===== src/common/fep_pkg.sv =====
package fep_pkg;

  // register byte offsets
  localparam logic [7:0] OFF_PROT     = 8'h00;
  localparam logic [7:0] OFF_STAT     = 8'h04;
  localparam logic [7:0] OFF_CMD      = 8'h08;
  localparam logic [7:0] OFF_ADDR     = 8'h0C;
  localparam logic [7:0] OFF_DATA     = 8'h10;
  localparam logic [7:0] OFF_CDIV     = 8'h14;
  localparam logic [7:0] OFF_SEC      = 8'h18;
  localparam logic [7:0] OFF_IRQ_STAT = 8'h1C;
  localparam logic [7:0] OFF_IRQ_MASK = 8'h20;

  // status register bit positions
  localparam int STAT_CBEF   = 7;
  localparam int STAT_CCF    = 6;
  localparam int STAT_PVIOL  = 5;
  localparam int STAT_ACCERR = 4;
  localparam int STAT_BLANK  = 2;

  // protection register fields
  localparam int EPS_HI = 7;
  localparam int EPS_LO = 6;
  localparam int FPS_HI = 5;
  localparam int FPS_LO = 0;

  localparam logic [1:0]  EPS_NONE      = 2'h3;
  localparam logic [5:0]  FPS_NONE      = 6'h3F;
  localparam logic [5:0]  FPS_ALL       = 6'h18;
  localparam logic [15:0] EE_PROT_END   = 16'h17FF;
  localparam logic [15:0] EE_PROT_LIMIT = 16'h1800;
  localparam logic [15:0] EE_PROT_UNIT  = 16'h0010;
  localparam logic [16:0] FL_TOP        = 17'h10000;
  localparam logic [16:0] FL_PAIR_SIZE  = 17'h00600;
  localparam logic [15:0] EE_REGION_END = 16'h17FF;

  // command codes
  localparam logic [7:0] CMD_BLANK  = 8'h05;
  localparam logic [7:0] CMD_BYTE   = 8'h20;
  localparam logic [7:0] CMD_BURST  = 8'h25;
  localparam logic [7:0] CMD_SECT   = 8'h40;
  localparam logic [7:0] CMD_MASS   = 8'h41;
  localparam logic [7:0] CMD_ABORT  = 8'h47;

  // security codes
  localparam logic [1:0] SEC_UNSECURED = 2'h2;
  localparam logic [1:0] SEC_RESET     = 2'h3;

  // interrupt status bits
  localparam int IRQ_W      = 3;
  localparam int IRQ_DONE   = 0;
  localparam int IRQ_PVIOL  = 1;
  localparam int IRQ_ACCERR = 2;

  // reset values
  localparam logic [7:0] PROT_RESET = 8'hFF;
  localparam logic [7:0] CDIV_RESET = 8'h00;

  // bus responses
  localparam logic [1:0] RESP_OKAY   = 2'h0;
  localparam logic [1:0] RESP_SLVERR = 2'h2;

endpackage : fep_pkg


===== src/logic/fep_ctrl.sv =====
`timescale 1ns/10ps
// Function
// [RULE1] after reset, protection register is loaded from the stored protection byte
// [RULE2] protection always readable; writes only accepted when protected area does not shrink
// [RULE3] program or erase aimed at protected location is ignored and sets violation flag
// [RULE4] mass erase refused while any flash or eeprom sector is protected
// [RULE5] eeprom field 7:6: 3 none, 2 from 17F0, 1 from 17E0, 0 from 17C0
// [RULE6] flash field 5:0: 3F none, each step down adds 1.5K, 18..00 protect all
// [RULE7] writing one to buffer-empty bit 7 launches; flag clears, burst hand-off refills it
// [RULE8] only burst program is buffered; empty flag one means another burst may follow
// [RULE9] complete flag bit 6 set when idle and empty, cleared on launch, read only
// [RULE10] violation flag bit 5 cleared only by writing one
// [RULE11] access error bit 4 on bad sequence, divider unset, or stop during command
// [RULE12] access error flag cleared by writing one, zero has no effect
// [RULE13] blank flag bit 2 set when blank check finds all erased; cleared on launch
// [RULE14] six codes accepted: 05, 20, 25, 40, 41, 47
// [RULE15] any other command code raises access error
// [RULE16] debug port may rewrite protection register bits freely
// [RULE17] successful flash blank check sets security code to unsecured 1:0
// [RULE18] status bits 3, 1, 0 read zero and ignore writes
module fep_ctrl #(
  parameter int ADDR_W = 8
) (
  // clock and reset
  input  wire logic              aclk,
  input  wire logic              aresetn,
  // axi4-lite write address
  input  wire logic [ADDR_W-1:0] s_axi_awaddr,
  input  wire logic [2:0]        s_axi_awprot,
  input  wire logic              s_axi_awvalid,
  output logic                   s_axi_awready,
  // axi4-lite write data
  input  wire logic [31:0]       s_axi_wdata,
  input  wire logic [3:0]        s_axi_wstrb,
  input  wire logic              s_axi_wvalid,
  output logic                   s_axi_wready,
  // axi4-lite write response
  output logic [1:0]             s_axi_bresp,
  output logic                   s_axi_bvalid,
  input  wire logic              s_axi_bready,
  // axi4-lite read address
  input  wire logic [ADDR_W-1:0] s_axi_araddr,
  input  wire logic [2:0]        s_axi_arprot,
  input  wire logic              s_axi_arvalid,
  output logic                   s_axi_arready,
  // axi4-lite read data
  output logic [31:0]            s_axi_rdata,
  output logic [1:0]             s_axi_rresp,
  output logic                   s_axi_rvalid,
  input  wire logic              s_axi_rready,
  // nonvolatile copies taken after reset
  input  wire logic [7:0]        stored_protection_byte,
  input  wire logic [1:0]        stored_security_code,
  // background debug access to protection
  input  wire logic              debug_prot_we,
  input  wire logic [7:0]        debug_prot_data,
  // system state
  input  wire logic              stop_mode,
  // array sequencer
  output logic                   arr_start,
  output logic                   arr_abort,
  output logic [7:0]             arr_cmd,
  output logic [15:0]            arr_addr,
  output logic [7:0]             arr_data,
  input  wire logic              arr_done,
  input  wire logic              arr_blank_ok,
  // status out
  output logic [1:0]             security_state_code,
  output logic                   irq
);

  ////////////////////////////////////////////////////////////////////////////////
  // helpers

  function automatic logic ee_hit(input logic [15:0] a, input logic [1:0] eeprom_protect_select);
    logic [15:0] base;
    base = fep_pkg::EE_PROT_LIMIT - (fep_pkg::EE_PROT_UNIT << (2'd2 - eeprom_protect_select));
    ee_hit = (eeprom_protect_select != fep_pkg::EPS_NONE) && (a >= base) && (a <= fep_pkg::EE_PROT_END);  // see [RULE5]
  endfunction : ee_hit

  function automatic logic fl_hit(input logic [15:0] a, input logic [5:0] flash_protect_select);
    logic [16:0] base;
    logic [16:0] steps;
    steps = {11'h000, fep_pkg::FPS_NONE - flash_protect_select};
    base  = fep_pkg::FL_TOP - 17'(steps * fep_pkg::FL_PAIR_SIZE);
    if (flash_protect_select == fep_pkg::FPS_NONE)
      fl_hit = 1'b0;
    else if (flash_protect_select <= fep_pkg::FPS_ALL)
      fl_hit = 1'b1;
    else
      fl_hit = ({1'b0, a} >= base);  // see [RULE6]
  endfunction : fl_hit

  function automatic logic [5:0] fps_eff(input logic [5:0] flash_protect_select);
    fps_eff = (flash_protect_select < fep_pkg::FPS_ALL) ? fep_pkg::FPS_ALL : flash_protect_select;
  endfunction : fps_eff

  function automatic logic [31:0] lane_merge(input logic [31:0] old, input logic [31:0] nw,
                                             input logic [3:0] strb);
    logic [31:0] r;
    r = old;
    for (int i = 0; i < 4; i++) begin
      if (strb[i]) r[i*8 +: 8] = nw[i*8 +: 8];
    end
    lane_merge = r;
  endfunction : lane_merge

  ////////////////////////////////////////////////////////////////////////////////
  // axi4-lite slave

  logic              aw_have_q, aw_have_d;
  logic              w_have_q, w_have_d;
  logic [ADDR_W-1:0] awaddr_q, awaddr_d;
  logic [31:0]       wdata_q, wdata_d;
  logic [3:0]        wstrb_q, wstrb_d;
  logic              bvalid_q, bvalid_d;
  logic [1:0]        bresp_q, bresp_d;
  logic              rvalid_q, rvalid_d;
  logic [1:0]        rresp_q, rresp_d;
  logic [31:0]       rdata_q, rdata_d;

  logic              wr_fire;
  logic [7:0]        wr_addr;
  logic [31:0]       wr_data;
  logic [3:0]        wr_strb;
  logic              wr_known;
  logic [31:0]       rd_val;
  logic              rd_known;

  assign s_axi_awready = !aw_have_q && !bvalid_q;
  assign s_axi_wready  = !w_have_q && !bvalid_q;
  assign s_axi_arready = !rvalid_q;
  assign s_axi_bvalid  = bvalid_q;
  assign s_axi_bresp   = bresp_q;
  assign s_axi_rvalid  = rvalid_q;
  assign s_axi_rresp   = rresp_q;
  assign s_axi_rdata   = rdata_q;

  always_comb begin
    aw_have_d = aw_have_q;
    w_have_d  = w_have_q;
    awaddr_d  = awaddr_q;
    wdata_d   = wdata_q;
    wstrb_d   = wstrb_q;
    bvalid_d  = bvalid_q;
    bresp_d   = bresp_q;
    rvalid_d  = rvalid_q;
    rresp_d   = rresp_q;
    rdata_d   = rdata_q;
    if (s_axi_awvalid && s_axi_awready) begin
      aw_have_d = 1'b1;
      awaddr_d  = s_axi_awaddr;
    end
    if (s_axi_wvalid && s_axi_wready) begin
      w_have_d = 1'b1;
      wdata_d  = s_axi_wdata;
      wstrb_d  = s_axi_wstrb;
    end
    wr_fire = aw_have_q && w_have_q && !bvalid_q;
    wr_addr = 8'(awaddr_q);
    wr_data = wdata_q;
    wr_strb = wstrb_q;
    if (wr_fire) begin
      aw_have_d = 1'b0;
      w_have_d  = 1'b0;
      bvalid_d  = 1'b1;
      bresp_d   = wr_known ? fep_pkg::RESP_OKAY : fep_pkg::RESP_SLVERR;
    end
    if (bvalid_q && s_axi_bready) bvalid_d = 1'b0;
    if (s_axi_arvalid && s_axi_arready) begin
      rvalid_d = 1'b1;
      rdata_d  = rd_val;
      rresp_d  = rd_known ? fep_pkg::RESP_OKAY : fep_pkg::RESP_SLVERR;
    end else if (rvalid_q && s_axi_rready) begin
      rvalid_d = 1'b0;
    end
  end

  always_ff @(posedge aclk) begin
    if (!aresetn) begin
      aw_have_q <= 1'b0;
      w_have_q  <= 1'b0;
      awaddr_q  <= '0;
      wdata_q   <= 32'h0000_0000;
      wstrb_q   <= 4'h0;
      bvalid_q  <= 1'b0;
      bresp_q   <= fep_pkg::RESP_OKAY;
      rvalid_q  <= 1'b0;
      rresp_q   <= fep_pkg::RESP_OKAY;
      rdata_q   <= 32'h0000_0000;
    end else begin
      aw_have_q <= aw_have_d;
      w_have_q  <= w_have_d;
      awaddr_q  <= awaddr_d;
      wdata_q   <= wdata_d;
      wstrb_q   <= wstrb_d;
      bvalid_q  <= bvalid_d;
      bresp_q   <= bresp_d;
      rvalid_q  <= rvalid_d;
      rresp_q   <= rresp_d;
      rdata_q   <= rdata_d;
    end
  end

  ////////////////////////////////////////////////////////////////////////////////
  // core state

  localparam int IRQ_W      = fep_pkg::IRQ_W;
  localparam int EPS_HI     = fep_pkg::EPS_HI;
  localparam int EPS_LO     = fep_pkg::EPS_LO;
  localparam int FPS_HI     = fep_pkg::FPS_HI;
  localparam int FPS_LO     = fep_pkg::FPS_LO;
  localparam int IRQ_DONE   = fep_pkg::IRQ_DONE;
  localparam int IRQ_PVIOL  = fep_pkg::IRQ_PVIOL;
  localparam int IRQ_ACCERR = fep_pkg::IRQ_ACCERR;

  logic             load_q, load_d;
  logic [7:0]       prot_q, prot_d;
  logic [1:0]       sec_q, sec_d;
  logic [7:0]       cmd_q, cmd_d;
  logic [15:0]      addr_q, addr_d;
  logic [7:0]       data_q, data_d;
  logic [7:0]       cdiv_q, cdiv_d;
  logic             div_set_q, div_set_d;
  logic             cbef_q, cbef_d;
  logic             ccf_q, ccf_d;
  logic             pviol_q, pviol_d;
  logic             accerr_q, accerr_d;
  logic             blank_q, blank_d;
  logic             buf_q, buf_d;
  logic [7:0]       buf_cmd_q, buf_cmd_d;
  logic [15:0]      buf_addr_q, buf_addr_d;
  logic [7:0]       buf_data_q, buf_data_d;
  logic             exec_q, exec_d;
  logic [7:0]       exec_cmd_q, exec_cmd_d;
  logic [15:0]      exec_addr_q, exec_addr_d;
  logic             start_q, start_d;
  logic             abort_q, abort_d;
  logic [7:0]       acmd_q, acmd_d;
  logic [15:0]      aaddr_q, aaddr_d;
  logic [7:0]       adata_q, adata_d;
  logic [IRQ_W-1:0] irq_stat_q, irq_stat_d;
  logic [IRQ_W-1:0] irq_mask_q, irq_mask_d;

  logic [7:0]  stat_rd;
  logic [31:0] wr_word;
  logic        launch;
  logic        legal;
  logic        is_pe;
  logic        seq_bad;
  logic        hit;
  logic [7:0]  new_prot;
  logic [7:0]  ev;

  assign stat_rd = {cbef_q, ccf_q, pviol_q, accerr_q, 1'b0, blank_q, 2'b00};  // see [RULE18]

  assign arr_start           = start_q;
  assign arr_abort           = abort_q;
  assign arr_cmd             = acmd_q;
  assign arr_addr            = aaddr_q;
  assign arr_data            = adata_q;
  assign security_state_code = sec_q;
  assign irq                 = |(irq_stat_q & irq_mask_q);

  // register read mux and address decode
  always_comb begin
    rd_known = 1'b1;
    case (8'(s_axi_araddr))
      fep_pkg::OFF_PROT:     rd_val = {24'h000000, prot_q};  // see [RULE2]
      fep_pkg::OFF_STAT:     rd_val = {24'h000000, stat_rd};
      fep_pkg::OFF_CMD:      rd_val = {24'h000000, cmd_q};
      fep_pkg::OFF_ADDR:     rd_val = {16'h0000, addr_q};
      fep_pkg::OFF_DATA:     rd_val = {24'h000000, data_q};
      fep_pkg::OFF_CDIV:     rd_val = {24'h000000, cdiv_q};
      fep_pkg::OFF_SEC:      rd_val = {30'h00000000, sec_q};
      fep_pkg::OFF_IRQ_STAT: rd_val = {29'h00000000, irq_stat_q};
      fep_pkg::OFF_IRQ_MASK: rd_val = {29'h00000000, irq_mask_q};
      default: begin
        rd_val   = 32'h0000_0000;
        rd_known = 1'b0;
      end
    endcase
    case (wr_addr)
      fep_pkg::OFF_PROT, fep_pkg::OFF_STAT, fep_pkg::OFF_CMD, fep_pkg::OFF_ADDR,
      fep_pkg::OFF_DATA, fep_pkg::OFF_CDIV, fep_pkg::OFF_SEC, fep_pkg::OFF_IRQ_STAT,
      fep_pkg::OFF_IRQ_MASK: wr_known = 1'b1;
      default:               wr_known = 1'b0;
    endcase
  end

  always_comb begin
    load_d      = 1'b0;
    prot_d      = prot_q;
    sec_d       = sec_q;
    cmd_d       = cmd_q;
    addr_d      = addr_q;
    data_d      = data_q;
    cdiv_d      = cdiv_q;
    div_set_d   = div_set_q;
    cbef_d      = cbef_q;
    pviol_d     = pviol_q;
    accerr_d    = accerr_q;
    blank_d     = blank_q;
    buf_d       = buf_q;
    buf_cmd_d   = buf_cmd_q;
    buf_addr_d  = buf_addr_q;
    buf_data_d  = buf_data_q;
    exec_d      = exec_q;
    exec_cmd_d  = exec_cmd_q;
    exec_addr_d = exec_addr_q;
    start_d     = 1'b0;
    abort_d     = 1'b0;
    acmd_d      = acmd_q;
    aaddr_d     = aaddr_q;
    adata_d     = adata_q;
    irq_mask_d  = irq_mask_q;
    irq_stat_d  = irq_stat_q;
    wr_word     = lane_merge(32'h0000_0000, wr_data, wr_strb);
    launch      = 1'b0;
    new_prot    = wr_word[7:0];
    ev          = 8'h00;

    // software register writes
    if (wr_fire && wr_strb[0]) begin
      case (wr_addr)
        fep_pkg::OFF_PROT: begin
          if (new_prot[EPS_HI:EPS_LO] <= prot_q[EPS_HI:EPS_LO] &&
              fps_eff(new_prot[FPS_HI:FPS_LO]) <= fps_eff(prot_q[FPS_HI:FPS_LO]))
            prot_d = new_prot;  // see [RULE2]
        end
        fep_pkg::OFF_STAT: begin
          launch = wr_word[fep_pkg::STAT_CBEF];  // see [RULE7]
          if (wr_word[fep_pkg::STAT_PVIOL]) pviol_d = 1'b0;  // see [RULE10]
          if (wr_word[fep_pkg::STAT_ACCERR]) accerr_d = 1'b0;  // see [RULE12]
        end
        fep_pkg::OFF_CMD:  cmd_d = wr_word[7:0];
        fep_pkg::OFF_DATA: data_d = wr_word[7:0];
        fep_pkg::OFF_CDIV: begin
          cdiv_d    = wr_word[7:0];
          div_set_d = 1'b1;
        end
        fep_pkg::OFF_IRQ_STAT: irq_stat_d = irq_stat_q & ~wr_word[IRQ_W-1:0];
        fep_pkg::OFF_IRQ_MASK: irq_mask_d = wr_word[IRQ_W-1:0];
        default: ;
      endcase
    end
    if (wr_fire && wr_addr == fep_pkg::OFF_ADDR)
      addr_d = 16'(lane_merge({16'h0000, addr_q}, wr_data, wr_strb));

    if (debug_prot_we) prot_d = debug_prot_data;  // see [RULE16]
    if (load_q) begin
      prot_d = stored_protection_byte;  // see [RULE1]
      sec_d  = stored_security_code;
    end

    // array completion
    if (exec_q && arr_done) begin
      exec_d = 1'b0;
      if (exec_cmd_q == fep_pkg::CMD_BLANK && arr_blank_ok) begin
        blank_d = 1'b1;  // see [RULE13]
        if (exec_addr_q > fep_pkg::EE_REGION_END) sec_d = fep_pkg::SEC_UNSECURED;  // see [RULE17]
      end
      if (!buf_q) cbef_d = 1'b1;
    end

    // hand the buffered command to the array
    if (buf_q && !exec_q) begin
      start_d     = 1'b1;
      acmd_d      = buf_cmd_q;
      aaddr_d     = buf_addr_q;
      adata_d     = buf_data_q;
      exec_d      = 1'b1;
      exec_cmd_d  = buf_cmd_q;
      exec_addr_d = buf_addr_q;
      buf_d       = 1'b0;
      if (buf_cmd_q == fep_pkg::CMD_BURST) cbef_d = 1'b1;  // see [RULE7] [RULE8]
    end

    // command launch checks
    legal = (cmd_q == fep_pkg::CMD_BLANK) || (cmd_q == fep_pkg::CMD_BYTE) ||
            (cmd_q == fep_pkg::CMD_BURST) || (cmd_q == fep_pkg::CMD_SECT) ||
            (cmd_q == fep_pkg::CMD_MASS)  || (cmd_q == fep_pkg::CMD_ABORT);  // see [RULE14]
    is_pe = (cmd_q == fep_pkg::CMD_BYTE) || (cmd_q == fep_pkg::CMD_BURST) ||
            (cmd_q == fep_pkg::CMD_SECT) || (cmd_q == fep_pkg::CMD_MASS);
    seq_bad = (exec_q || buf_q) &&
              !(cmd_q == fep_pkg::CMD_BURST && exec_cmd_q == fep_pkg::CMD_BURST && !buf_q) &&
              !(cmd_q == fep_pkg::CMD_ABORT && exec_cmd_q == fep_pkg::CMD_SECT) ||
              (cmd_q == fep_pkg::CMD_ABORT && !exec_q);
    if (cmd_q == fep_pkg::CMD_MASS)
      hit = (prot_q[EPS_HI:EPS_LO] != fep_pkg::EPS_NONE) ||
            (prot_q[FPS_HI:FPS_LO] != fep_pkg::FPS_NONE);  // see [RULE4]
    else
      hit = is_pe && (ee_hit(addr_q, prot_q[EPS_HI:EPS_LO]) ||
                      fl_hit(addr_q, prot_q[FPS_HI:FPS_LO]));
    // abort is taken while a sector erase runs, although the buffer flag is low then
    if (launch && (cbef_q || (cmd_q == fep_pkg::CMD_ABORT && exec_q))) begin  // see [RULE14]
      if (!legal || (is_pe && !div_set_q) || stop_mode || seq_bad) begin
        accerr_d = 1'b1;  // see [RULE11] [RULE15]
      end else if (hit) begin
        pviol_d = 1'b1;  // see [RULE3]
      end else begin
        cbef_d  = 1'b0;  // see [RULE7]
        blank_d = 1'b0;  // see [RULE13]
        if (cmd_q == fep_pkg::CMD_ABORT && exec_q) begin
          abort_d = 1'b1;
        end else begin
          buf_d      = 1'b1;
          buf_cmd_d  = cmd_q;
          buf_addr_d = addr_q;
          buf_data_d = data_q;
        end
      end
    end

    // stop while busy kills the command
    if (stop_mode && (exec_q || buf_q)) begin
      accerr_d = 1'b1;  // see [RULE11]
      exec_d   = 1'b0;
      buf_d    = 1'b0;
      abort_d  = exec_q;
      cbef_d   = 1'b1;
    end

    ccf_d = cbef_d && !exec_d && !buf_d;  // see [RULE9]

    // sticky events, set wins over clear
    ev[IRQ_DONE]   = ccf_d && !ccf_q;
    ev[IRQ_PVIOL]  = pviol_d && !pviol_q;
    ev[IRQ_ACCERR] = accerr_d && !accerr_q;
    irq_stat_d = irq_stat_d | ev[IRQ_W-1:0];
  end

  always_ff @(posedge aclk) begin
    if (!aresetn) begin
      load_q      <= 1'b1;
      prot_q      <= fep_pkg::PROT_RESET;
      sec_q       <= fep_pkg::SEC_RESET;
      cmd_q       <= 8'h00;
      addr_q      <= 16'h0000;
      data_q      <= 8'h00;
      cdiv_q      <= fep_pkg::CDIV_RESET;
      div_set_q   <= 1'b0;
      cbef_q      <= 1'b1;
      ccf_q       <= 1'b1;
      pviol_q     <= 1'b0;
      accerr_q    <= 1'b0;
      blank_q     <= 1'b0;
      buf_q       <= 1'b0;
      buf_cmd_q   <= 8'h00;
      buf_addr_q  <= 16'h0000;
      buf_data_q  <= 8'h00;
      exec_q      <= 1'b0;
      exec_cmd_q  <= 8'h00;
      exec_addr_q <= 16'h0000;
      start_q     <= 1'b0;
      abort_q     <= 1'b0;
      acmd_q      <= 8'h00;
      aaddr_q     <= 16'h0000;
      adata_q     <= 8'h00;
      irq_stat_q  <= '0;
      irq_mask_q  <= '0;
    end else begin
      load_q      <= load_d;
      prot_q      <= prot_d;
      sec_q       <= sec_d;
      cmd_q       <= cmd_d;
      addr_q      <= addr_d;
      data_q      <= data_d;
      cdiv_q      <= cdiv_d;
      div_set_q   <= div_set_d;
      cbef_q      <= cbef_d;
      ccf_q       <= ccf_d;
      pviol_q     <= pviol_d;
      accerr_q    <= accerr_d;
      blank_q     <= blank_d;
      buf_q       <= buf_d;
      buf_cmd_q   <= buf_cmd_d;
      buf_addr_q  <= buf_addr_d;
      buf_data_q  <= buf_data_d;
      exec_q      <= exec_d;
      exec_cmd_q  <= exec_cmd_d;
      exec_addr_q <= exec_addr_d;
      start_q     <= start_d;
      abort_q     <= abort_d;
      acmd_q      <= acmd_d;
      aaddr_q     <= aaddr_d;
      adata_q     <= adata_d;
      irq_stat_q  <= irq_stat_d;
      irq_mask_q  <= irq_mask_d;
    end
  end

endmodule : fep_ctrl


===== config.mk =====
export PLATFORM = sky130hd
export DESIGN_NAME = fep_ctrl
export DESIGN_NICKNAME = d
export VERILOG_FILES = /design/src/common/fep_pkg.sv /design/src/logic/fep_ctrl.sv
export SDC_FILE = /design/constraint.sdc
export NUM_CORES = 1
export LEC_CHECK = 0
export BUFFER_PORTS_ARGS = -buffer_cell sky130_fd_sc_hd__buf_2
export CAP_MARGIN = 20
export CORE_ASPECT_RATIO = 0.7
export CORE_UTILIZATION = 59
export CTS_CLUSTER_SIZE = 12
export DETAILED_ROUTE_END_ITERATION = 7
export PLACE_DENSITY = 0.84
export SLEW_MARGIN = 20
export SYNTH_ARGS = -nofsm -noshare
export SYNTH_HDL_FRONTEND = slang
export SYNTH_SLANG_ARGS = --single-unit

===== constraint.sdc =====
create_clock -name aclk -period 9.85 [get_ports aclk]
set_input_delay 1.97 -clock aclk [delete_from_list [all_inputs] [get_ports aclk]]
set_output_delay 1.97 -clock aclk [all_outputs]
set_load 0.03 [all_outputs]

==> reports/results.tsv, run 1 <==
stage	metric	value	unit
grt	antenna_found_initial	1	
routing	drcViolationCount	0	
floorplanning	die_w	148	um
cts	cts_sinks	179	
cts	hold_buffers	0	
worst_setup_path	endpoint	buf_addr_q[12]	
worst_setup_path	critical_path.top_delay_family	compound AO/OA/AOI/OAI gates	
worst_setup_path	cp_slowest_cell	buf_4	
logic_synthesis	synth_cell_types	71	
pwr	p_int	1.16	mW
worst_setup_path	cpMostUsedCell	a21oi_1	
logic_synthesis	netlist_instances	1077	
worst_setup_path	path_class	register to register	
place	gp_congestion	0.919	
logic_synthesis	synthArstFlopShare	0	%
worst_setup_path	timing.reg2reg.setup_slack	5.43	ns
worst_setup_path	crit_path_end_kind	register	
worst_setup_path	path_depth	17	
pwr	vdd_drop_max	106	uV
cts	cts_buffer_depth	2	
sta	slew_headroom	23.8	%
logic_synthesis	ys_seq_elements	179	
worst_setup_path	reg2reg_to	buf_addr_q[12]	
finish	diodes	0	
hold_path	min_from	arr_addr[6]	
sta	finalHoldViolCount	0	
cts	h-tree-depth	4	
finish	layout_commonest_cell	nand2_1	
hold_path	hold_path_class	register to register	
place	io_buffers	122	
floorplanning	start_util	61.7	%
sta	maxSlewViolCount	0	
worst_setup_path	worst_setup_path_start_kind	register	
grt	track_usage	31.0	%
flow_run	drv_cap	0	
cts	post-cts-setup-buffers	0	
cts	ctsRootBufferMaster	clkbuf_16	
worst_setup_path	required	10.21	ns
sta	setup-tns-final	0	ns
logic_synthesis	yosys_warnings	0	
floorplanning	die_h	104	um
pwr	p_seq_share	47.0	%
floorplanning	dieArea	15400	um2
worst_setup_path	slowest_delay	0.48	ns
worst_setup_path	cp_num_buf_inv	3	
routing	drtPass1Iterations	6	
run_status	outcome	finished, final reports clean	
pwr	p_leak	4.08	nW
worst_setup_path	worstSetupStartpoint	prot_q[0]	
sta	period_needed	4.42	ns
worst_setup_path	r2r_cells	17	
floorplanning	core_area	14200	um2
routing	route.antenna.remaining_nets	0	
logic_synthesis	synth.avg_cell_area	8.15	um2
logic_synthesis	netlist_area	8780	um2
sta	setup_violations	0	
routing	via_per_inst	5.95	
logic_synthesis	yosysSeqAreaShare	40.8	%
pwr	p_comb_share	9.7	%
sta	finalCritPeriodShare	44.8	%
sta	worst_pin_slew	1.14	ns
finish	nets	1285	
finish	seq_area	3580	um2
routing	vias	8100	
finish	fillers	1179	
routing	drt-wirelength-per-cell	17.5	um
finish	syn_to_final_growth	12.9	%
routing	routed_wl	23800	um
finish	multi_input_area	4730	um2
cts	clk_transition_reported_paths	0.08	ns
sta	fmax	226	MHz
sta	finClkSkew	0.0128	ns
cts	clock_latency	0.44	ns
place	dp_hpwl	16700	um
pwr	p_switching	450	uW
finish	fin_util	69.6	%
worst_setup_path	r2r-start	prot_q[0]	
place	dp.cells	1330	
worst_setup_path	cp.arrival	4.78	ns
cts	tritoncts	yes	
grt	grt_pass1_wl	37400	um
grt	grt_pass1_vias	7169	
logic_synthesis	synth-edff-count	0	
finish	final_cell_mix	nand2_1, dfxtp_1, nor2_1	
floorplanning	ioPinCount	165	
cts	cts_resized	0	
grt	grt_max_degree	85	
grt	grt_overflow	0	
pwr	p_clk_share	43.3	%
routing	first_iter_violations	889	
finish	drive_gt1_share	15.8	%
finish	stdcell_count	1362	
cts	cts_made_buffers	17	
floorplanning	rows	36	
worst_setup_path	worstPathCellList	inv_1, ha_1, inv_1, fa_1, nand2b_1, a21oi_1, xor2_1, xnor2_1, ha_1, a21oi_1, nand2b_1, o211ai_1, a21oi_1, o21ai_1, a21o_1, buf_4, mux2i_1	
worst_setup_path	crit_fanout	33	
pwr	power_density	162	nW/um2
logic_synthesis	synth_ff_type	dfxtp_1	
sta	rsz0062_at_grt	no	
pwr	swShare	28.0	%
[synthesized netlist by cell type, types with 3 or more instances]
master      n  share of area (%)
nand2_1   209                8.9
dfxtp_1   179                 41
nor2_1    130                5.6
a21oi_1   113                6.4
clkbuf_1   57                2.4
mux2i_1    57                6.5
ha_1       38                5.4
inv_1      25                1.1
a22oi_1    24                2.1
nand3_1    23                1.3
buf_4      18                1.5
o21ai_0    15               0.86
nor3_1     13               0.74
nand2b_1    9               0.64
nor4_1      9               0.64
o311ai_1    8               0.80
nor2b_1     7               0.50
o211ai_1    7               0.60
a31oi_1     6               0.43
and2_1      6               0.43
and3_1      6               0.43
nand4_1     6               0.43
o21a_1      6               0.51
or2_2       6               0.43
mux2_2      5               0.64
nor3_2      5               0.57
o31ai_1     5               0.43
xnor2_1     5               0.50
a21o_1      4               0.34
buf_2       4               0.23
xor2_1      4               0.40
a211o_1     3               0.30
a222oi_1    3               0.34
a22o_1      3               0.30
and4b_1     3               0.34
buf_12      3               0.68
nor3b_1     3               0.26
nor4bb_1    3               0.34
o21ai_1     3               0.17
or3_1       3               0.21
[state kept, by name, indices dropped and copies added, names as in the netlist, 2 cells and up]
name                 flops
s_axi_rdata             16
arr_data                 8
data_q                   8
irq_mask_q               3
buf_data_q               8
irq_stat_q               3
awaddr_q                 8
wr_strb                  2
security_state_code      2
cdiv_q                   8
wdata_q                 16
buf_addr_q              16
cmd_q                    8
arr_addr                16
buf_cmd_q                8
arr_cmd                  8
prot_q                   8
addr_q                  16
[area by class of cell]
class / count / share of cell area, %
Multi-Input combinational cell: 807 / 47.7
Sequential cell: 179 / 36.2
Timing Repair Buffer: 127 / 6.54
Clock buffer: 17 / 4.29
Tap cell: 190 / 2.40
Clock inverter: 15 / 1.82
Inverter: 27 / 1.05
[per-layer routing]
metal,GRT usage [%],wire (um),up-vias
li1,-,-,3845
met1,45.6,10700,3748
met2,44.5,10000,458
met3,6.89,2590,49
met4,9.72,453,0
met5,0,0,-
[through the flow]
| step | hold slack, ns | area, um2 | power [mW] | worst slack (ns) |
|---|---|---|---|---|
| 2_1_floorplan | 0.432 | 8850 | 0.883 | 6.23 |
| 5_1_grt | 0.473 | 9910 | 1.66 | 5.25 |
| 3_3_place_gp | 0.439 | 9300 | 0.918 | 5.51 |
| 4_1_cts | 0.452 | 9910 | 1.60 | 5.57 |
| 3_5_place_dp | 0.441 | 9300 | 0.922 | 5.50 |
| 6_report | 0.454 | 9910 | 1.61 | 5.43 |
[cells by family after synthesis]
family | synth area share [%]
xor gates and xnor gates | 0.898
buffers and inverters | 6.17
and+or+nand+nor | 23.0
DFF | 40.8
muxes | 7.14
AOI/OAI and AO/OA | 16.2
adders and majority gates | 5.64
other | 0.0856
[tightest hold or removal path, cell delays in order, from the launching register on]
cell,delay (ns)
dfxtp_1,0.31
nand2_1,0.05
a21oi_1,0.05
[how the worst min path moves through the flow]
stage / to / slack (ns) / cells after the start
floorplan: arr_addr[0] / 0.43 / 2
global placement: arr_data[1] / 0.44 / 2
detailed placement: arr_addr[8] / 0.44 / 2
CTS: arr_addr[8] / 0.45 / 2
global route: arr_addr[9] / 0.47 / 2
finish: arr_addr[6] / 0.45 / 2
[power groups by stage]
stage / Clock [mW] / Combinational (mW) / Sequential [mW]
after CTS: 0.693 / 0.154 / 0.754
final: 0.695 / 0.156 / 0.755
after global routing: 0.725 / 0.174 / 0.756
after floorplan: 0 / 0.117 / 0.766
after global placement: 0 / 0.148 / 0.770
after detailed placement: 0 / 0.152 / 0.771
Note: power is estimated with default switching activity, not from simulation.
==> run 2, diff against run 1 <==
Settings changed: ABC_AREA set to 1, CORE_UTILIZATION 59 to 56, PLACE_DENSITY 0.84 to 0.81.
Clock period 9.85 ns to 4.6 ns, I/O delays scaled along.
==> run 2 against run 1 <==
Sequential power grew 110%. Via count shrank 1.1%. Hold slack gained 0.0013 ns. Fmax grew 4.7%. Largest cell class unchanged. Synthesized cell count grew 4.9%. Total power grew 120%.
==> reports/results.tsv, run 2 <==
stage	metric	value	unit
logic_synthesis	synth-edff-count	0	
logic_synthesis	synth_most_common_cell	dfxtp_1	
worst_setup_path	worstSetupStartpoint	prot_q[0]	
routing	first_iter_violations	730	
logic_synthesis	synth_common_cells	dfxtp_1, nand2_1, a21oi_1	
run_status	outcome	finished, final reports clean	
cts	cts_made_buffers	17	
worst_setup_path	cp_slowest_cell	dfxtp_1	
grt	grt_overflow	0	
cts	hold_buffers	0	
sta	finClkSkew	0.0141	ns
grt	antenna_found_initial	0	
cts	h-tree-depth	4	
flow_run	drv_cap	0	
logic_synthesis	synthArstFlopShare	0	%
pwr	p_int	2.66	mW
place	dp.cells	1408	
finish	diodes	0	
grt	grt_max_degree	90	
sta	setup_slack	0.383	ns
routing	via_per_inst	5.57	
logic_synthesis	netlist_instances	1130	
logic_synthesis	yosysSeqAreaShare	42.1	%
routing	routed_wl	22600	um
finish	fin_util	66.3	%
floorplanning	die_h	105	um
worst_setup_path	required	4.91	ns
sta	rsz0062_at_grt	no	
worst_setup_path	timing.reg2reg.setup_slack	0.38	ns
logic_synthesis	synth_top_area_share	42.1	%
cts	cts_sinks	179	
logic_synthesis	ys_seq_elements	179	
sta	worst_pin_slew	0.832	ns
logic_synthesis	synth.avg_cell_area	7.53	um2
cts	tritoncts	yes	
sta	period_needed	4.22	ns
logic_synthesis	netlist_area	8510	um2
grt	grt_pass1_wl	36700	um
cts	ctsRootBufferMaster	clkbuf_16	
pwr	power_density	365	nW/um2
routing	route.antenna.remaining_nets	0	
place	dp_hpwl	16500	um
logic_synthesis	synth_ff_type	dfxtp_1	
finish	layout_commonest_cell	dfxtp_1	
sta	setup_violations	0	
pwr	vdd_drop_max	238	uV
sta	setup-tns-final	0	ns
worst_setup_path	reg2reg_to	buf_addr_q[8]	
place	gp_congestion	0.991	
logic_synthesis	synth_cell_types	47	
finish	drive_gt1_share	15.3	%
worst_setup_path	cp.arrival	4.52	ns
routing	drcViolationCount	0	
worst_setup_path	crit_path_end_kind	register	
finish	stdcell_count	1438	
pwr	p_seq_share	45.2	%
logic_synthesis	synth.largest_area_cell	dfxtp_1	
pwr	p_comb_share	10.5	%
floorplanning	dieArea	15700	um2
logic_synthesis	yosys_warnings	0	
pwr	p_leak	4.30	nW
sta	finalCritPeriodShare	91.7	%
pwr	p_clk_share	44.3	%
floorplanning	start_util	57.6	%
floorplanning	ioPinCount	165	
worst_setup_path	endpoint	buf_addr_q[8]	
place	io_buffers	122	
worst_setup_path	path_depth	26	
worst_setup_path	crit_fanout	56	
pwr	swShare	25.5	%
logic_synthesis	netlist_top_cells_area	dfxtp_1, a21oi_1, o21ai_0	
routing	vias	8007	
routing	drtPass1Iterations	5	
worst_setup_path	cpMostUsedCell	nand2_1	
sta	slew_headroom	44.4	%
cts	post-cts-setup-buffers	0	
cts	clock_latency	0.43	ns
routing	drt-wirelength-per-cell	15.7	um
worst_setup_path	slowest_delay	0.40	ns
hold_path	hold_path_class	register to register	
floorplanning	die_w	149	um
grt	grt_pass1_vias	7366	
cts	clk_transition_reported_paths	0.07	ns
finish	nets	1358	
worst_setup_path	worst_setup_path_start_kind	register	
grt	track_usage	30.0	%
sta	fmax	237	MHz
pwr	p_switching	913	uW
worst_setup_path	critical_path.top_delay_family	simple AND/OR/NAND/NOR gates	
finish	syn_to_final_growth	15.1	%
finish	seq_area	3580	um2
place	pre_cts_ws	0.497	ns
worst_setup_path	cp_num_buf_inv	4	
worst_setup_path	path_class	register to register	
worst_setup_path	r2r-start	prot_q[0]	
sta	finalHoldViolCount	0	
finish	fillers	1281	
finish	final_cell_mix	dfxtp_1, nand2_1, a21oi_1	
worst_setup_path	r2r_cells	26	
sta	maxSlewViolCount	0	
cts	cts_resized	0	
hold_path	min_delay_path_depth	2	
floorplanning	rows	37	
cts	cts_buffer_depth	2	
floorplanning	core_area	14800	um2
finish	multi_input_area	4080	um2
-- run 2: cell types whose count changed after synthesis, moves of 16 or more --
cell      change
o211ai_1     +23
a21oi_1      +34
nand3_1      +16
mux2i_1      -57
nand2_1      -55
clkbuf_1     -19
a22oi_1      -24
nor2_1       -48
inv_1       +121
o21ai_0     +104
-- run 2: how the worst min path moves through the flow --
stage               slack [ns]              end             from
detailed placement        0.44      arr_addr[9]    buf_addr_q[9]
finish                    0.46      arr_data[5]    buf_data_q[5]
global placement          0.44       wr_strb[1]       wr_strb[1]
floorplan                 0.43      arr_addr[0]    buf_addr_q[0]
CTS                       0.46    buf_data_q[0]    buf_data_q[0]
global route              0.48  s_axi_rdata[10]  s_axi_rdata[10]
-- run 2: cells by family after synthesis --
group                    count (synthesis)  share of synthesized area [%]
AO/OA/AOI/OAI                          355                           23.4
other                                    2                         0.0883
AND/OR/NAND/NOR                        332                           17.1
flip-flops                             179                           42.1
buffers and inverters                  217                           10.8
XOR/XNOR                                 6                          0.618
adder cells (fa/ha/maj)                 39                           5.82
-- run 2: per-layer routing --
metal  global-route usage [%]  share of wire [%]
met1                     41.8                 46
met5                        0                  0
met3                     6.68                8.8
met4                     6.27                1.2
met2                     47.3                 44
-- run 2: metrics by stage --
stage / hold slack (ns) / instance area, um2 / power (mW)
final: 0.455 / 9790 / 3.57
after global routing: 0.478 / 9790 / 3.70
after CTS: 0.456 / 9790 / 3.58
after detailed placement: 0.444 / 9160 / 2.01
after global placement: 0.443 / 9160 / 2.00
after floorplan: 0.430 / 8580 / 1.92
-- run 2: area by class of cell --
| cell class | instances | area share [%] |
|---|---|---|
| multi-input combinational | 753 | 41.7 |
| sequential | 179 | 36.6 |
| timing repair buffer | 128 | 6.85 |
| inverter | 153 | 5.86 |
| clock buffer | 20 | 4.76 |
| tap | 195 | 2.49 |
| clock inverter | 10 | 1.75 |
-- run 2: worst register-to-register path, stage by stage, from the launching register on --
cell	delay [ns]
dfxtp_1	0.40
inv_1	0.25
ha_1	0.24
inv_1	0.06
fa_1	0.38
inv_1	0.10
nand3_1	0.11
nand3_1	0.10
nand2_1	0.11
nor4_1	0.31
xnor2_1	0.17
ha_1	0.26
nand4_1	0.11
nor2_1	0.05
a21oi_1	0.13
nand2_1	0.07
nand3_1	0.11
nand2_1	0.08
nand2_1	0.06
nand2_1	0.12
nand2_2	0.11
nand2_2	0.08
nor2_4	0.12
nand2_2	0.07
buf_12	0.18
o21ai_0	0.27
a21oi_1	0.07
-- run 2: power by group through the flow --
stage          Sequential, mW  Combinational, mW  Clock [mW]
2_1_floorplan            1.65              0.273           0
4_1_cts                  1.61              0.368        1.59
3_5_place_dp             1.65              0.366           0
3_3_place_gp             1.65              0.357           0
6_report                 1.62              0.374        1.58
5_1_grt                  1.62              0.417        1.66
==> run 3, diff against run 2 <==
Settings changed: CORE_UTILIZATION 56 to 45, PLACE_DENSITY 0.81 to 0.67.
==> run 3 against run 2 <==
The flow now finishes with violations (DRC). Combinational power is 2% higher. Total power is 3.8% lower. Non-clock buffer count is 1 higher. Count of clock-buffer cells in the layout is 4 higher. Routed wire length is 6.2% higher. Final area is 0.23% higher. Sequential power hardly changed. Hold slack better by 0.0013 ns. Register-to-register slack better by 0.13 ns. Sequential share of layout area is 0.084 points lower.
==> reports/results.tsv, run 3 (synthesis gave the netlist of run 2 again) <==
stage	metric	value	unit
place	dp.cells	1449	
finish	drive_gt1_share	15.4	%
cts	clk_transition_reported_paths	0.07	ns
routing	drt-wirelength-per-cell	16.2	um
finish	nets	1359	
cts	cts_sinks	179	
cts	ctsRootBufferMaster	clkbuf_16	
grt	track_usage	25.4	%
grt	use_met2	39.4	%
floorplanning	start_util	46.6	%
worst_setup_path	worst_setup_path_start_kind	register	
hold_path	hold_path_class	register to register	
sta	slew_headroom	38.4	%
place	dp_hpwl	17700	um
floorplanning	die_w	166	um
grt	busiest_layer	met2	
cts	h-tree-depth	4	
run_status	outcome	finished with violations	
cts	cts_made_buffers	17	
routing	drtPass1Iterations	7	
finish	fillers	1792	
floorplanning	rows	41	
sta	worst_pin_slew	0.922	ns
worst_setup_path	crit_fanout	56	
worst_setup_path	cp.arrival	4.45	ns
floorplanning	core_area	18300	um2
sta	period_needed	4.09	ns
routing	via_per_inst	5.38	
pwr	power_density	350	nW/um2
floorplanning	ioPinCount	165	
finish	syn_to_final_growth	15.4	%
sta	finalCritPeriodShare	88.9	%
routing	route.antenna.remaining_nets	0	
worst_setup_path	required	4.96	ns
grt	grt_pass1_wl	38500	um
sta	maxSlewViolCount	0	
routing	vias	7966	
sta	fmax	245	MHz
sta	setup_violations	0	
grt	grt_overflow	0	
sta	setup-tns-final	0	ns
place	io_buffers	122	
worst_setup_path	path_class	register to register	
place	placed_area	9220	um2
finish	layout_commonest_cell	dfxtp_1	
finish	stdcell_count	1481	
finish	diodes	0	
cts	tritoncts	yes	
finish	design_area	9820	um2
finish	fin_util	53.8	%
grt	antenna_found_initial	0	
sta	finalHoldViolCount	0	
place	gp_congestion	0.903	
flow_run	drv_cap	0	
cts	clock_latency	0.43	ns
grt	grt_max_degree	92	
floorplanning	die_h	117	um
cts	hold_buffers	0	
pwr	vdd_drop_max	244	uV
worst_setup_path	crit_path_end_kind	register	
sta	finClkSkew	0.0103	ns
routing	first_iter_violations	739	
floorplanning	dieArea	19500	um2
grt	grt_pass1_vias	7377	
pwr	p_leak	4.29	nW
routing	routed_wl	24100	um
finish	final_cell_mix	dfxtp_1, nand2_1, a21oi_1	
grt	grtUsageMet3	5.14	%
grt	grtUsageMet1	36.1	%
run_status	violations	DRC	
sta	rsz0062_at_grt	no	
routing	drcViolationCount	6	
cts	cts_buffer_depth	2	
==> run 3: path summary, 6_finish.rpt <==
path,cells past startpoint,to,slack (ns),startpoint
worst max register to register,26,buf_addr_q[8],0.51,prot_q[1]
worst min-delay path,2,buf_cmd_q[0],0.46,buf_cmd_q[0]
worst max-delay path,26,buf_addr_q[8],0.51,prot_q[1]
worst min register to register,2,buf_cmd_q[0],0.46,buf_cmd_q[0]
==> run 3: area by class of cell <==
| cell class | count | area [um2] | area share [%] |
|---|---|---|---|
| multi-input cells | 753 | 4080 | 41.6 |
| flip-flops and latches | 179 | 3580 | 36.5 |
| repair buffers | 129 | 698 | 7.11 |
| inverters | 153 | 574 | 5.85 |
| clock buffers | 24 | 512 | 5.21 |
| well taps | 236 | 295 | 3.01 |
| clock inverters | 7 | 70.1 | 0.714 |
==> run 3: repair_timing <==
action / CTS / global route
resized for setup: 0 / 1
setup buffers: 0 / 0
hold endpoints to repair: 0 / 0
setup endpoints to repair: 0 / 3
==> run 3: where the power goes <==
part / switching (mW) / internal [mW]
Clock: 0.611 / 0.830
Sequential: 0.0323 / 1.58
Combinational: 0.258 / 0.122
==> run 3: critical path: stages (launching register included) <==
cell	delay (ns)
dfxtp_1	0.38
inv_1	0.21
ha_1	0.23
inv_1	0.06
fa_1	0.40
inv_1	0.11
nand3_1	0.09
nand3_1	0.10
nand2_1	0.10
nor4_1	0.24
xnor2_1	0.12
ha_1	0.31
nand4_1	0.10
nor2_1	0.13
a21oi_1	0.08
nand2_1	0.07
nand3_1	0.10
nand2_1	0.08
nand2_1	0.05
nand2_1	0.17
nand2_2	0.10
nand2_2	0.11
nor2_4	0.05
nand2_2	0.08
buf_12	0.24
o21ai_0	0.12
a21oi_1	0.16
==> run 3: stage by stage <==
step / setup slack, ns / hold WS, ns / total power, mW
2_1_floorplan: 1.17 / 0.430 / 1.92
3_3_place_gp: 0.671 / 0.444 / 2.01
3_5_place_dp: 0.539 / 0.446 / 2.02
4_1_cts: 0.513 / 0.454 / 3.44
5_1_grt: 0.0427 / 0.479 / 3.57
6_report: 0.513 / 0.456 / 3.44
==> run 3: metal layers <==
layer  up-vias  share of wire (%)
li1       3963                  -
met1      3732                 49
met2       240                 42
met3        31                7.0
met4         0                1.8
met5         -                  0
